==> src/logic/spi_register_access_pkg.sv <==
// Package: constants shared by the SPI register access slave and its buffer.
// Assumes a 40 MHz core clock and a slower serial clock from the master.
package spi_register_access_pkg;
    // Word geometry
    localparam int WORD_BITS = 16;
    localparam int INDEX_BITS = 5;
    localparam int SYNC_STAGES = 2;
    localparam logic [3:0] LAST_BIT_COUNT = 4'hf;

    // Command word fields
    localparam int CMD_DIR_BIT = 15;
    localparam int CMD_PAGE_HI = 13;
    localparam int CMD_PAGE_LO = 12;
    localparam int CMD_FIRST_HI = 10;
    localparam int CMD_FIRST_LO = 6;
    localparam int CMD_LAST_HI = 4;
    localparam int CMD_LAST_LO = 0;

    // Page codes; the two upper codes are reserved
    localparam logic [1:0] PAGE_CODE_0 = 2'h0;
    localparam logic [1:0] PAGE_CODE_1 = 2'h1;

    // Implemented locations per page, one bit per index
    localparam logic [31:0] PAGE0_MAP = 32'h0000_07ff;
    localparam logic [31:0] PAGE1_MAP = 32'h403f_ffff;

    // Reset values
    localparam logic [15:0] ZERO_WORD = 16'h0000;
    localparam logic [3:0] BIT_COUNT_RESET = 4'h0;

    // Write entry: page bit, index, data
    localparam int ENTRY_BITS = 1 + INDEX_BITS + WORD_BITS;
    localparam int BUFFER_DEPTH = 2;

    typedef enum logic [1:0] {
        st_idle,
        st_cmd,
        st_data,
        st_drain
    } link_state_e;
endpackage : spi_register_access_pkg

==> src/logic/spi_register_access_slave.sv <==
// SPI slave front end: command decode and auto-incrementing register streaming.
// Assumes the master clocks far slower than core_clk_in (eight core cycles
// per serial clock or more) and a register file that answers reads one core cycle after the index.
module spi_register_access_slave #(
    parameter logic [31:0] PAGE0_VALID = spi_register_access_pkg::PAGE0_MAP,
    parameter logic [31:0] PAGE1_VALID = spi_register_access_pkg::PAGE1_MAP
) (
    input wire logic core_clk_in,
    input wire logic reset_n_in,
    input wire logic sclk_in,
    input wire logic mosi_in,
    input wire logic ss_n_in,
    output logic miso_out,
    output logic miso_oe_n_out,
    output logic busy_out,
    output logic rd_page_out,
    output logic [4:0] rd_index_out,
    output logic rd_strobe_out,
    input wire logic [15:0] rd_data_in,
    output logic wr_valid_out,
    input wire logic wr_ready_in,
    output logic wr_page_out,
    output logic [4:0] wr_index_out,
    output logic [15:0] wr_data_out
);
    localparam int WB = spi_register_access_pkg::WORD_BITS;
    localparam int IB = spi_register_access_pkg::INDEX_BITS;
    localparam int EB = spi_register_access_pkg::ENTRY_BITS;

    // Pin synchronisers: index 0 serial clock, 1 data in, 2 select
    logic [2:0] meta_r;
    logic [2:0] sync_r;
    logic sclk_prev_r;
    logic sclk_s;
    logic mosi_s;
    logic ss_low;
    logic sclk_rise;
    logic sclk_fall;

    always_ff @(posedge core_clk_in or negedge reset_n_in) begin
        if (!reset_n_in) begin
            meta_r <= 3'h4;
            sync_r <= 3'h4;
            sclk_prev_r <= 1'b0;
        end else begin
            meta_r <= {ss_n_in, mosi_in, sclk_in};
            sync_r <= meta_r;
            sclk_prev_r <= sync_r[0];
        end
    end

    assign sclk_s = sync_r[0];
    assign mosi_s = sync_r[1];
    assign ss_low = !sync_r[2];
    // Edges only count while selected, so a parked clock is harmless
    assign sclk_rise = ss_low && sclk_s && !sclk_prev_r;
    assign sclk_fall = ss_low && !sclk_s && sclk_prev_r;

    // Transfer state
    spi_register_access_pkg::link_state_e state_r;
    logic [3:0] bit_cnt_r;
    logic [WB-1:0] rx_r;
    logic [WB-1:0] rx_word;
    logic word_done;
    logic dir_read_r;
    logic [1:0] page_r;
    logic [IB-1:0] addr_r;
    logic [IB-1:0] last_r;
    logic single_r;
    logic page_ok;
    logic loc_ok;
    logic [31:0] page_map;

    assign rx_word = {rx_r[WB-2:0], mosi_s};
    // A word only completes on its sixteenth falling edge
    assign word_done = sclk_fall && (bit_cnt_r == spi_register_access_pkg::LAST_BIT_COUNT);
    assign page_ok = (page_r == spi_register_access_pkg::PAGE_CODE_0) ||
                     (page_r == spi_register_access_pkg::PAGE_CODE_1);
    assign page_map = (page_r == spi_register_access_pkg::PAGE_CODE_1) ? PAGE1_VALID : PAGE0_VALID;
    assign loc_ok = page_ok && page_map[addr_r];

    // Bit counter and receive shifter; select high clears the count
    always_ff @(posedge core_clk_in or negedge reset_n_in) begin
        if (!reset_n_in) begin
            bit_cnt_r <= spi_register_access_pkg::BIT_COUNT_RESET;
            rx_r <= spi_register_access_pkg::ZERO_WORD;
        end else if (!ss_low) begin
            bit_cnt_r <= spi_register_access_pkg::BIT_COUNT_RESET;
        end else if (sclk_fall) begin
            bit_cnt_r <= bit_cnt_r + 1'b1;
            rx_r <= rx_word; // MSB first
        end
    end

    // Command decode and range walk
    always_ff @(posedge core_clk_in or negedge reset_n_in) begin
        if (!reset_n_in) begin
            state_r <= spi_register_access_pkg::st_idle;
            dir_read_r <= 1'b0;
            page_r <= spi_register_access_pkg::PAGE_CODE_0;
            addr_r <= '0;
            last_r <= '0;
            single_r <= 1'b0;
        end else if (!ss_low) begin
            state_r <= spi_register_access_pkg::st_idle;
        end else begin
            unique case (state_r)
                spi_register_access_pkg::st_idle: begin
                    state_r <= spi_register_access_pkg::st_cmd;
                end
                spi_register_access_pkg::st_cmd: begin
                    if (word_done) begin
                        // Bits 14, 11 and 5 are never looked at
                        dir_read_r <= rx_word[spi_register_access_pkg::CMD_DIR_BIT];
                        page_r <= rx_word[spi_register_access_pkg::CMD_PAGE_HI:
                                          spi_register_access_pkg::CMD_PAGE_LO];
                        addr_r <= rx_word[spi_register_access_pkg::CMD_FIRST_HI:
                                          spi_register_access_pkg::CMD_FIRST_LO];
                        last_r <= rx_word[spi_register_access_pkg::CMD_LAST_HI:
                                          spi_register_access_pkg::CMD_LAST_LO];
                        single_r <= rx_word[spi_register_access_pkg::CMD_LAST_HI:
                                            spi_register_access_pkg::CMD_LAST_LO] <=
                                    rx_word[spi_register_access_pkg::CMD_FIRST_HI:
                                            spi_register_access_pkg::CMD_FIRST_LO];
                        state_r <= spi_register_access_pkg::st_data;
                    end
                end
                spi_register_access_pkg::st_data: begin
                    if (word_done) begin
                        if (single_r || addr_r == last_r) begin
                            state_r <= spi_register_access_pkg::st_drain;
                        end else begin
                            addr_r <= addr_r + 1'b1;
                        end
                    end
                end
                spi_register_access_pkg::st_drain: begin
                    state_r <= spi_register_access_pkg::st_drain;
                end
            endcase
        end
    end

    // Read side: address follows the walk, data is registered before use
    logic [WB-1:0] rd_data_r;
    logic [WB-1:0] tx_r;
    logic [WB-1:0] load_word;
    logic read_live;

    assign read_live = dir_read_r && (state_r == spi_register_access_pkg::st_data);
    assign load_word = (read_live && loc_ok) ? rd_data_r
                                             : spi_register_access_pkg::ZERO_WORD;

    always_ff @(posedge core_clk_in or negedge reset_n_in) begin
        if (!reset_n_in) begin
            rd_data_r <= spi_register_access_pkg::ZERO_WORD;
            rd_page_out <= 1'b0;
            rd_index_out <= '0;
            rd_strobe_out <= 1'b0;
            busy_out <= 1'b0;
        end else begin
            rd_data_r <= rd_data_in;
            rd_page_out <= page_r[0];
            rd_index_out <= addr_r;
            // Strobe marks the word actually taken, for read-sensitive registers
            rd_strobe_out <= sclk_rise && read_live && loc_ok &&
                             (bit_cnt_r == spi_register_access_pkg::BIT_COUNT_RESET);
            busy_out <= ss_low;
        end
    end

    // Transmit shifter: a word is loaded at its first rising edge
    always_ff @(posedge core_clk_in or negedge reset_n_in) begin
        if (!reset_n_in) begin
            tx_r <= spi_register_access_pkg::ZERO_WORD;
            miso_out <= 1'b0;
            miso_oe_n_out <= 1'b1;
        end else if (!ss_low) begin
            miso_oe_n_out <= 1'b1;
            miso_out <= 1'b0;
        end else begin
            miso_oe_n_out <= 1'b0;
            if (sclk_rise) begin
                if (bit_cnt_r == spi_register_access_pkg::BIT_COUNT_RESET) begin
                    miso_out <= load_word[WB-1];
                    tx_r <= {load_word[WB-2:0], 1'b0};
                end else begin
                    miso_out <= tx_r[WB-1];
                    tx_r <= {tx_r[WB-2:0], 1'b0};
                end
            end
        end
    end

    // Write side: whole words only, held until the buffer takes them or the next completed word replaces them
    logic pend_r;
    logic [EB-1:0] pend_entry_r;
    logic buf_ready;
    logic write_word;

    assign write_word = word_done && !dir_read_r &&
                        (state_r == spi_register_access_pkg::st_data) && loc_ok;

    // A stall by the register file holds the word until the buffer takes it or the next completed word overwrites it
    always_ff @(posedge core_clk_in or negedge reset_n_in) begin
        if (!reset_n_in) begin
            pend_r <= 1'b0;
            pend_entry_r <= '0;
        end else if (write_word) begin
            pend_r <= 1'b1;
            pend_entry_r <= {page_r[0], addr_r, rx_word};
        end else if (buf_ready) begin
            pend_r <= 1'b0;
        end
    end

    word_buffer #(
        .WIDTH(EB),
        .DEPTH(spi_register_access_pkg::BUFFER_DEPTH)
    ) u_write_buffer (
        .core_clk_in(core_clk_in),
        .reset_n_in(reset_n_in),
        .in_valid_in(pend_r),
        .in_data_in(pend_entry_r),
        .in_ready_out(buf_ready),
        .out_valid_out(wr_valid_out),
        .out_ready_in(wr_ready_in),
        .out_data_out({wr_page_out, wr_index_out, wr_data_out})
    );

    // Falls since select fell, kept apart from the bit counter so the checks can trust it
    logic [4:0] falls_seen_r;

    always_ff @(posedge core_clk_in or negedge reset_n_in) begin
        if (!reset_n_in) begin
            falls_seen_r <= '0;
        end else if (!ss_low) begin
            falls_seen_r <= '0;
        end else if (sclk_fall) begin
            falls_seen_r <= falls_seen_r + 1'b1;
        end
    end
endmodule : spi_register_access_slave

==> src/logic/word_buffer.sv <==
// Small flip-flop FIFO with valid/ready on both sides.
// Assumes one clock; full and empty flags are registered.
module word_buffer #(
    parameter int WIDTH = 22,
    parameter int DEPTH = 2
) (
    input wire logic core_clk_in,
    input wire logic reset_n_in,
    input wire logic in_valid_in,
    input wire logic [WIDTH-1:0] in_data_in,
    output logic in_ready_out,
    output logic out_valid_out,
    input wire logic out_ready_in,
    output logic [WIDTH-1:0] out_data_out
);
    localparam int PTR_BITS = (DEPTH > 1) ? $clog2(DEPTH) : 1;
    localparam logic [PTR_BITS:0] FULL_COUNT = (PTR_BITS + 1)'(DEPTH);
    localparam logic [PTR_BITS-1:0] LAST_PTR = PTR_BITS'(DEPTH - 1);

    generate
        if (DEPTH < 2) begin : g_bad_depth
            $error("word_buffer needs at least two entries");
        end
    endgenerate

    logic [WIDTH-1:0] store_r [DEPTH];
    logic [PTR_BITS-1:0] wr_ptr_r;
    logic [PTR_BITS-1:0] rd_ptr_r;
    logic [PTR_BITS:0] count_r;
    logic [PTR_BITS:0] count_nxt;
    logic push;
    logic pop;

    assign push = in_valid_in && in_ready_out;
    assign pop = out_valid_out && out_ready_in;
    assign out_data_out = store_r[rd_ptr_r];

    // Occupancy; flags follow the next count so they never lag a cycle
    always_comb begin
        count_nxt = count_r;
        if (push && !pop) begin
            count_nxt = count_r + 1'b1;
        end else if (pop && !push) begin
            count_nxt = count_r - 1'b1;
        end
    end

    always_ff @(posedge core_clk_in or negedge reset_n_in) begin
        if (!reset_n_in) begin
            count_r <= '0;
            out_valid_out <= 1'b0;
            in_ready_out <= 1'b1;
        end else begin
            count_r <= count_nxt;
            out_valid_out <= (count_nxt != '0);
            in_ready_out <= (count_nxt != FULL_COUNT);
        end
    end

    // Pointers wrap at the depth, which need not be a power of two
    always_ff @(posedge core_clk_in or negedge reset_n_in) begin
        if (!reset_n_in) begin
            wr_ptr_r <= '0;
            rd_ptr_r <= '0;
        end else begin
            if (push) begin
                wr_ptr_r <= (wr_ptr_r == LAST_PTR) ? '0 : wr_ptr_r + 1'b1;
            end
            if (pop) begin
                rd_ptr_r <= (rd_ptr_r == LAST_PTR) ? '0 : rd_ptr_r + 1'b1;
            end
        end
    end

    // Storage needs no reset; valid guards it
    always_ff @(posedge core_clk_in) begin
        if (push) begin
            store_r[wr_ptr_r] <= in_data_in;
        end
    end
endmodule : word_buffer

==> config.mk <==
export PLATFORM = sky130hd
export DESIGN_NAME = spi_register_access_slave
export DESIGN_NICKNAME = d
export VERILOG_FILES = /design/src/logic/spi_register_access_pkg.sv /design/src/logic/spi_register_access_slave.sv /design/src/logic/word_buffer.sv
export SDC_FILE = /design/constraint.sdc
export NUM_CORES = 1
export LEC_CHECK = 0
export BUFFER_PORTS_ARGS = -buffer_cell sky130_fd_sc_hd__buf_2
export CORE_MARGIN = 5
export CORE_UTILIZATION = 61
export CTS_BUF_LIST = sky130_fd_sc_hd__clkbuf_2
export DETAILED_ROUTE_END_ITERATION = 16
export PLACE_DENSITY = 0.81
export SETUP_SLACK_MARGIN = 0.3
export SLEW_MARGIN = 10
export SYNTH_ARGS = -nofsm -noshare
export SYNTH_HDL_FRONTEND = slang
export SYNTH_HIERARCHICAL = 1
export SYNTH_SLANG_ARGS = --single-unit
==> constraint.sdc <==
create_clock -name core_clk_in -period 2.67 [get_ports core_clk_in]
set_input_delay 0.1335 -clock core_clk_in [delete_from_list [all_inputs] [get_ports core_clk_in]]
set_output_delay 0.1335 -clock core_clk_in [all_outputs]
set_load 0.005 [all_outputs]
### Yosys cells after proc, flatten, opt, wreduce, memory -nomap -nowiden

Memories as Yosys holds them, arrays and structs flattened.
Index checks and enable logic that the tools add are counted.

* add/subtract/negate cells: 6
* $lt $le $gt $ge: 2
* equality and inequality tests: 13
* muxes and demuxes: 28
* bitwise operators: 1
* reduce and logical (&&, ||, !) cells: 39

Operator list (count)
* two-way mux 16 bit: 2
* two-way mux 31 bit: 1
* logical AND 1 bit: 18
* two-way mux 5 bit: 3
* two-way mux 2 bit: 6
* two-way mux 1 bit: 11
* case mux 5 bit (2 select lines): 1
* nonzero test 2 bit: 5
* != test 3 bit, second input constant: 3
* two-way mux 4 bit: 2
* != test 2 bit, second input constant: 4
* case mux 2 bit (4 select lines): 1
* logical NOT 1 bit: 6
* < comparator 5 x 6 -> 1 bit, second input constant: 1
* AND reduction 3 bit: 2
* adder 5 x 1 -> 5 bit, second input constant: 1
* binary-select mux 1 bit (select 5 bit): 1
* equality test 5 bit: 1
* less-or-equal comparator 5 bit: 1
* AND reduction 5 bit: 1
* adder 4 x 1 -> 4 bit, second input constant: 1
* equality test 2 x 1 -> 1 bit, second input constant: 2
* equality test 2 bit, second input constant: 2
* equality test 4 bit, second input constant: 1
* 8 further kinds: 12

* bits in registers: 113
* RAM bits: 44
* input port bits: 22
* output and inout bits: 33
* word-level logic and storage cells: 116
* memories: 1

Memory list
* u_write_buffer.store_r: words 2, bits a word 22, rd ports 1, clocked after memory_dff 0, wr ports 1, line word_buffer.sv:26 `logic [WIDTH-1:0] store_r [DEPTH];`

### Longest topological paths before layout

* word-level depth: 10
* mapped depth: 8
* mapped depth without buffers: 7

### By module

The synthesis kept the hierarchy.

Modules (own cells, without submodules)
* spi_register_access_slave: instances 1, cells each 304, area an instance 4229.1 µm², seq. area each 2656.3 µm²
* word_buffer: instances 1, cells each 95, area an instance 1873.0 µm², seq. area each 1472.7 µm²

### Worst setup path after synthesis

Ideal clock, no wire load.

* path kind: register to register
* start: register u_write_buffer.in_ready_out
* end: memory u_write_buffer.store_r[0][0] (enable)
* library setup time: 0.401 ns
* arrival: 1.566 ns
* required time: 2.269 ns
* path slack: 0.703 ns
* stages on the path, launching flop included: 3
* path buffers: 0
* period minus slack after synthesis: 1.967 ns
* cell sequence: dfstp_2 nand2_2 nor2_1

* longest elaborated chain between the ends: 3

RTL lines
* from (decl): line word_buffer.sv:11 `output logic in_ready_out,`
* from (signal assigned): line word_buffer.sv:56 `in_ready_out <= (count_nxt != FULL_COUNT);`
* logical AND 1 bit: line word_buffer.sv:34 `assign push = in_valid_in && in_ready_out;`
* two-way mux 1 bit: line word_buffer.sv:77 `if (push) begin`
* two-way mux 1 bit (not written as such): line word_buffer.sv:78 `store_r[wr_ptr_r] <= in_data_in;`
* to (decl): line word_buffer.sv:26

No other way between the ends.

### Worst setup path after layout

* start: register bit_cnt_r[0]
* end: register miso_out

* longest elaborated chain between the ends: 4

RTL lines
* from (decl): line spi_register_access_slave.sv:61 `logic [3:0] bit_cnt_r;`
* from (signal assigned): line spi_register_access_slave.sv:85 `bit_cnt_r <= spi_register_access_pkg::BIT_COUNT_RESET;`
* from (signal assigned): line spi_register_access_slave.sv:88 `bit_cnt_r <= spi_register_access_pkg::BIT_COUNT_RESET;`
* from (signal assigned): line spi_register_access_slave.sv:90 `bit_cnt_r <= bit_cnt_r + 1'b1;`
* logical NOT 4 bit: line spi_register_access_slave.sv:184 `if (bit_cnt_r == spi_register_access_pkg::BIT_COUNT_RESET) begin`
* two-way mux 1 bit: line spi_register_access_slave.sv:184
* two-way mux 1 bit: line spi_register_access_slave.sv:183 `if (sclk_rise) begin`
* two-way mux 1 bit: line spi_register_access_slave.sv:178 `end else if (!ss_low) begin`
* to (signal assigned): line spi_register_access_slave.sv:185 `miso_out <= load_word[WB-1];`
* to (signal assigned): line spi_register_access_slave.sv:188 `miso_out <= tx_r[WB-1];`
* to (decl): line spi_register_access_slave.sv:13 `output logic miso_out,`

No other way between the ends. The select of a mux whose other input is x is not followed.
A chain may end at the register's enable or synchronous reset.

==> out/metrics.csv <==
metric,value,unit
status,completed,
relSlewSlack,33.8,%
dp_slack,0.589,ns
endpoint_kind,flip-flop,
fillers,632,
tightest_slew,0.990,ns
fp-row-count,36,
rsz0062_at_grt,false,
fin_skew,0.0264,ns
io_buffers,54,
yosysUniqueCellTypes,51,
final_area,7080,µm²
cap_violations,0,
synth_area_leader_cell,dfrtp_1,
max_stage_delay,0.55,ns
grt_pass1_wl,18.4,mm
min_period,2.13,ns
clockBufferDepth,2,
via_per_inst,5.52,
crit_type,flip-flop to flip-flop,
fin_nets,527,
dp.cells,575,
num_io_pins,55,
overflow,0,
r2r_cells,6,
clkTransAtPathRegs,0.25,ns
fmax,469,MHz
regArea,4130,µm²
syn2layout_area_growth,16.1,%
hold_viol,0,
synth_area,6100,µm²
p_per_area,616,nW/µm²
required,3.31,ns
path_buf_inv,1,
antenna_found_initial,0,
worst-path-stages,6,
grt_max_degree,67,
yosysMostFrequentCell,dfrtp_1,
clkSinkCount,156,
fp.dieH,110,µm
layout.cells.non_filler,644,
synth_nets,429,
multi_input_area,1810,µm²
drt_iter0_markers,246,
drc,0,
synth_commonest_cells,"108 x dfrtp_1, 44 x edfxtp_1, 22 x mux2_1, 20 x mux2_2, 19 x mux2_4",
critPathSlowestCell,nor3_4,
vias,3554,
place_area,6490,µm²
arrival,2.78,ns
tns,0,ns
grt_pass1_vias,3752,
synth-edff-count,44,
core,9770,µm²
drt_wl_total,11.0,mm
setup_viol,0,
async_flop_share,71.8,%
power,4.37,mW
initial_core_util,62.4,%
cts_buffers,17,
worstSetupStartpointType,flip-flop,
routedWlPerCell,17.0,µm
first_pass_iters,4,
ir_drop,0.000542,V
clockRootBuffer,clkbuf_2,
place_hpwl,6.63,mm
reg2reg_setup_slack,0.54,ns
ys_seq_area_share,67.7,%
min_period_over_period,79.9,%
fin_ws,0.537,ns
crit_fanout,17,
clkLatencyLatePin,0.69,ns
whs,0.0696,ns
drive_above_1_share,28.4,%
antenna_left,0,
finalCoreUtilization,72.5,%
maxSlewViolCount,0,
avgSynthCellArea,15.3,µm²
cts.repair.resized,0,
power.leakage,3.16,nW
cts_max_level,4,
min_path_type,primary input to flip-flop,
cp_top_family,simple AND/OR/NAND/NOR gates,
synthTopCellsByArea,"dfrtp_1 44%, edfxtp_1 22%, mux2_4 4.7%, mux2_1 4.1%, mux2_2 3.7%",
crit_chain,inv_1 -> ha_1 -> nor3b_1 -> nand2_1 -> nor3_4 -> a221o_1,
synth_top_area_share,44.3,%
yosys_register_bits,156,
gp_congestion,0.810,
die_x,110,µm
worstHoldPathCells,2,
cts_tree,done,
synthFlopType,dfrtp_1,
synthCells,399,
track_usage,20.5,%
dieArea,12100,µm²
synth_warnings,6,
[layout by cell type, fill, tap and decap left out, types with 4 or more instances in the layout]
cell type	netlist	routed
nor2_1	14	13
a22o_1	15	15
inv_6	0	8
dlygate4sd3_1	0	35
clkbuf_2	1	17
mux2_1	22	22
mux2_4	19	19
nand3_1	6	6
buf_4	4	6
ha_1	8	8
nand2_1	10	10
dfstp_2	4	4
edfxtp_1	44	44
xor2_1	5	5
buf_2	6	53
mux2_2	20	20
a21o_1	15	15
nor3_1	4	4
inv_1	15	15
o21ai_0	13	13
a21oi_1	14	14
xnor2_1	6	6
dfrtp_1	108	108
[cells by family after synthesis]
logic type | count (synthesis) | share of synthesized area (%)
AOI/OAI and AO/OA | 71 | 8.16
xor gates and xnor gates | 11 | 1.58
adders and majority gates | 8 | 1.64
buffers and inverters | 32 | 2.73
DFF | 156 | 67.7
muxes | 64 | 12.9
and+or+nand+nor | 57 | 5.31
[where the power goes]
group | internal, mW | switching, mW
clock network | 0.278 | 0.890
logic | 0.250 | 0.246
registers | 2.56 | 0.143
[state kept, by name, indices dropped and copies added, names as in the netlist, 3 cells and up]
signal	flops
rx_r	15
last_r	5
u_write_buffer/store_r	44
rd_index_out	5
bit_cnt_r	4
pend_entry_r	22
addr_r	5
tx_r	15
rd_data_r	16
meta_r	3
sync_r	3
[per-layer routing]
metal	vias up	global-route usage, %	wire (µm)
met1	1794	26.0	4620
met3	23	5.13	483
li1	1647	-	-
met4	0	7.57	201
met2	90	34.3	5660
met5	-	0	0
[path summary, 6_finish.rpt]
| check | to | from |
|---|---|---|
| setup / recovery | miso_out | bit_cnt_r[0] |
| hold / removal | rd_data_r[10] | rd_data_in[10] |
| setup reg to reg | miso_out | bit_cnt_r[0] |
| hold reg to reg | sync_r[2] | meta_r[2] |
| max in group asynchronous | miso_oe_n_out | reset_n_in |
| min in group asynchronous | last_r[4] | reset_n_in |
[area by class of cell]
class                           count  share of cell area [%]
Clock inverter                     15                    1.80
Clock buffer                       17                    1.20
Antenna cell                        1                  0.0353
Timing Repair Buffer               96                    10.0
Sequential cell                   156                    58.3
Multi-Input combinational cell    211                    25.5
Inverter                           15                   0.795
Tap cell                          133                    2.35
[worst reg2reg max path: cells and delay by family (launching register included)]
kind,cells,cell delay [ns]
AO/OA/AOI/OAI,1,0.26
flip-flops,1,0.49
AND/OR/NAND/NOR,3,1.12
buffers and inverters,1,0.08
adder cells (fa/ha/maj),1,0.14
[repair_timing]
action | CTS | global route
endpoints found under the hold margin | 132 | 0
endpoints found under the setup margin | 0 | 0
setup buffers | 0 | 0
hold buffers | 36 | 0
Note: power is estimated with default switching activity, not from simulation.
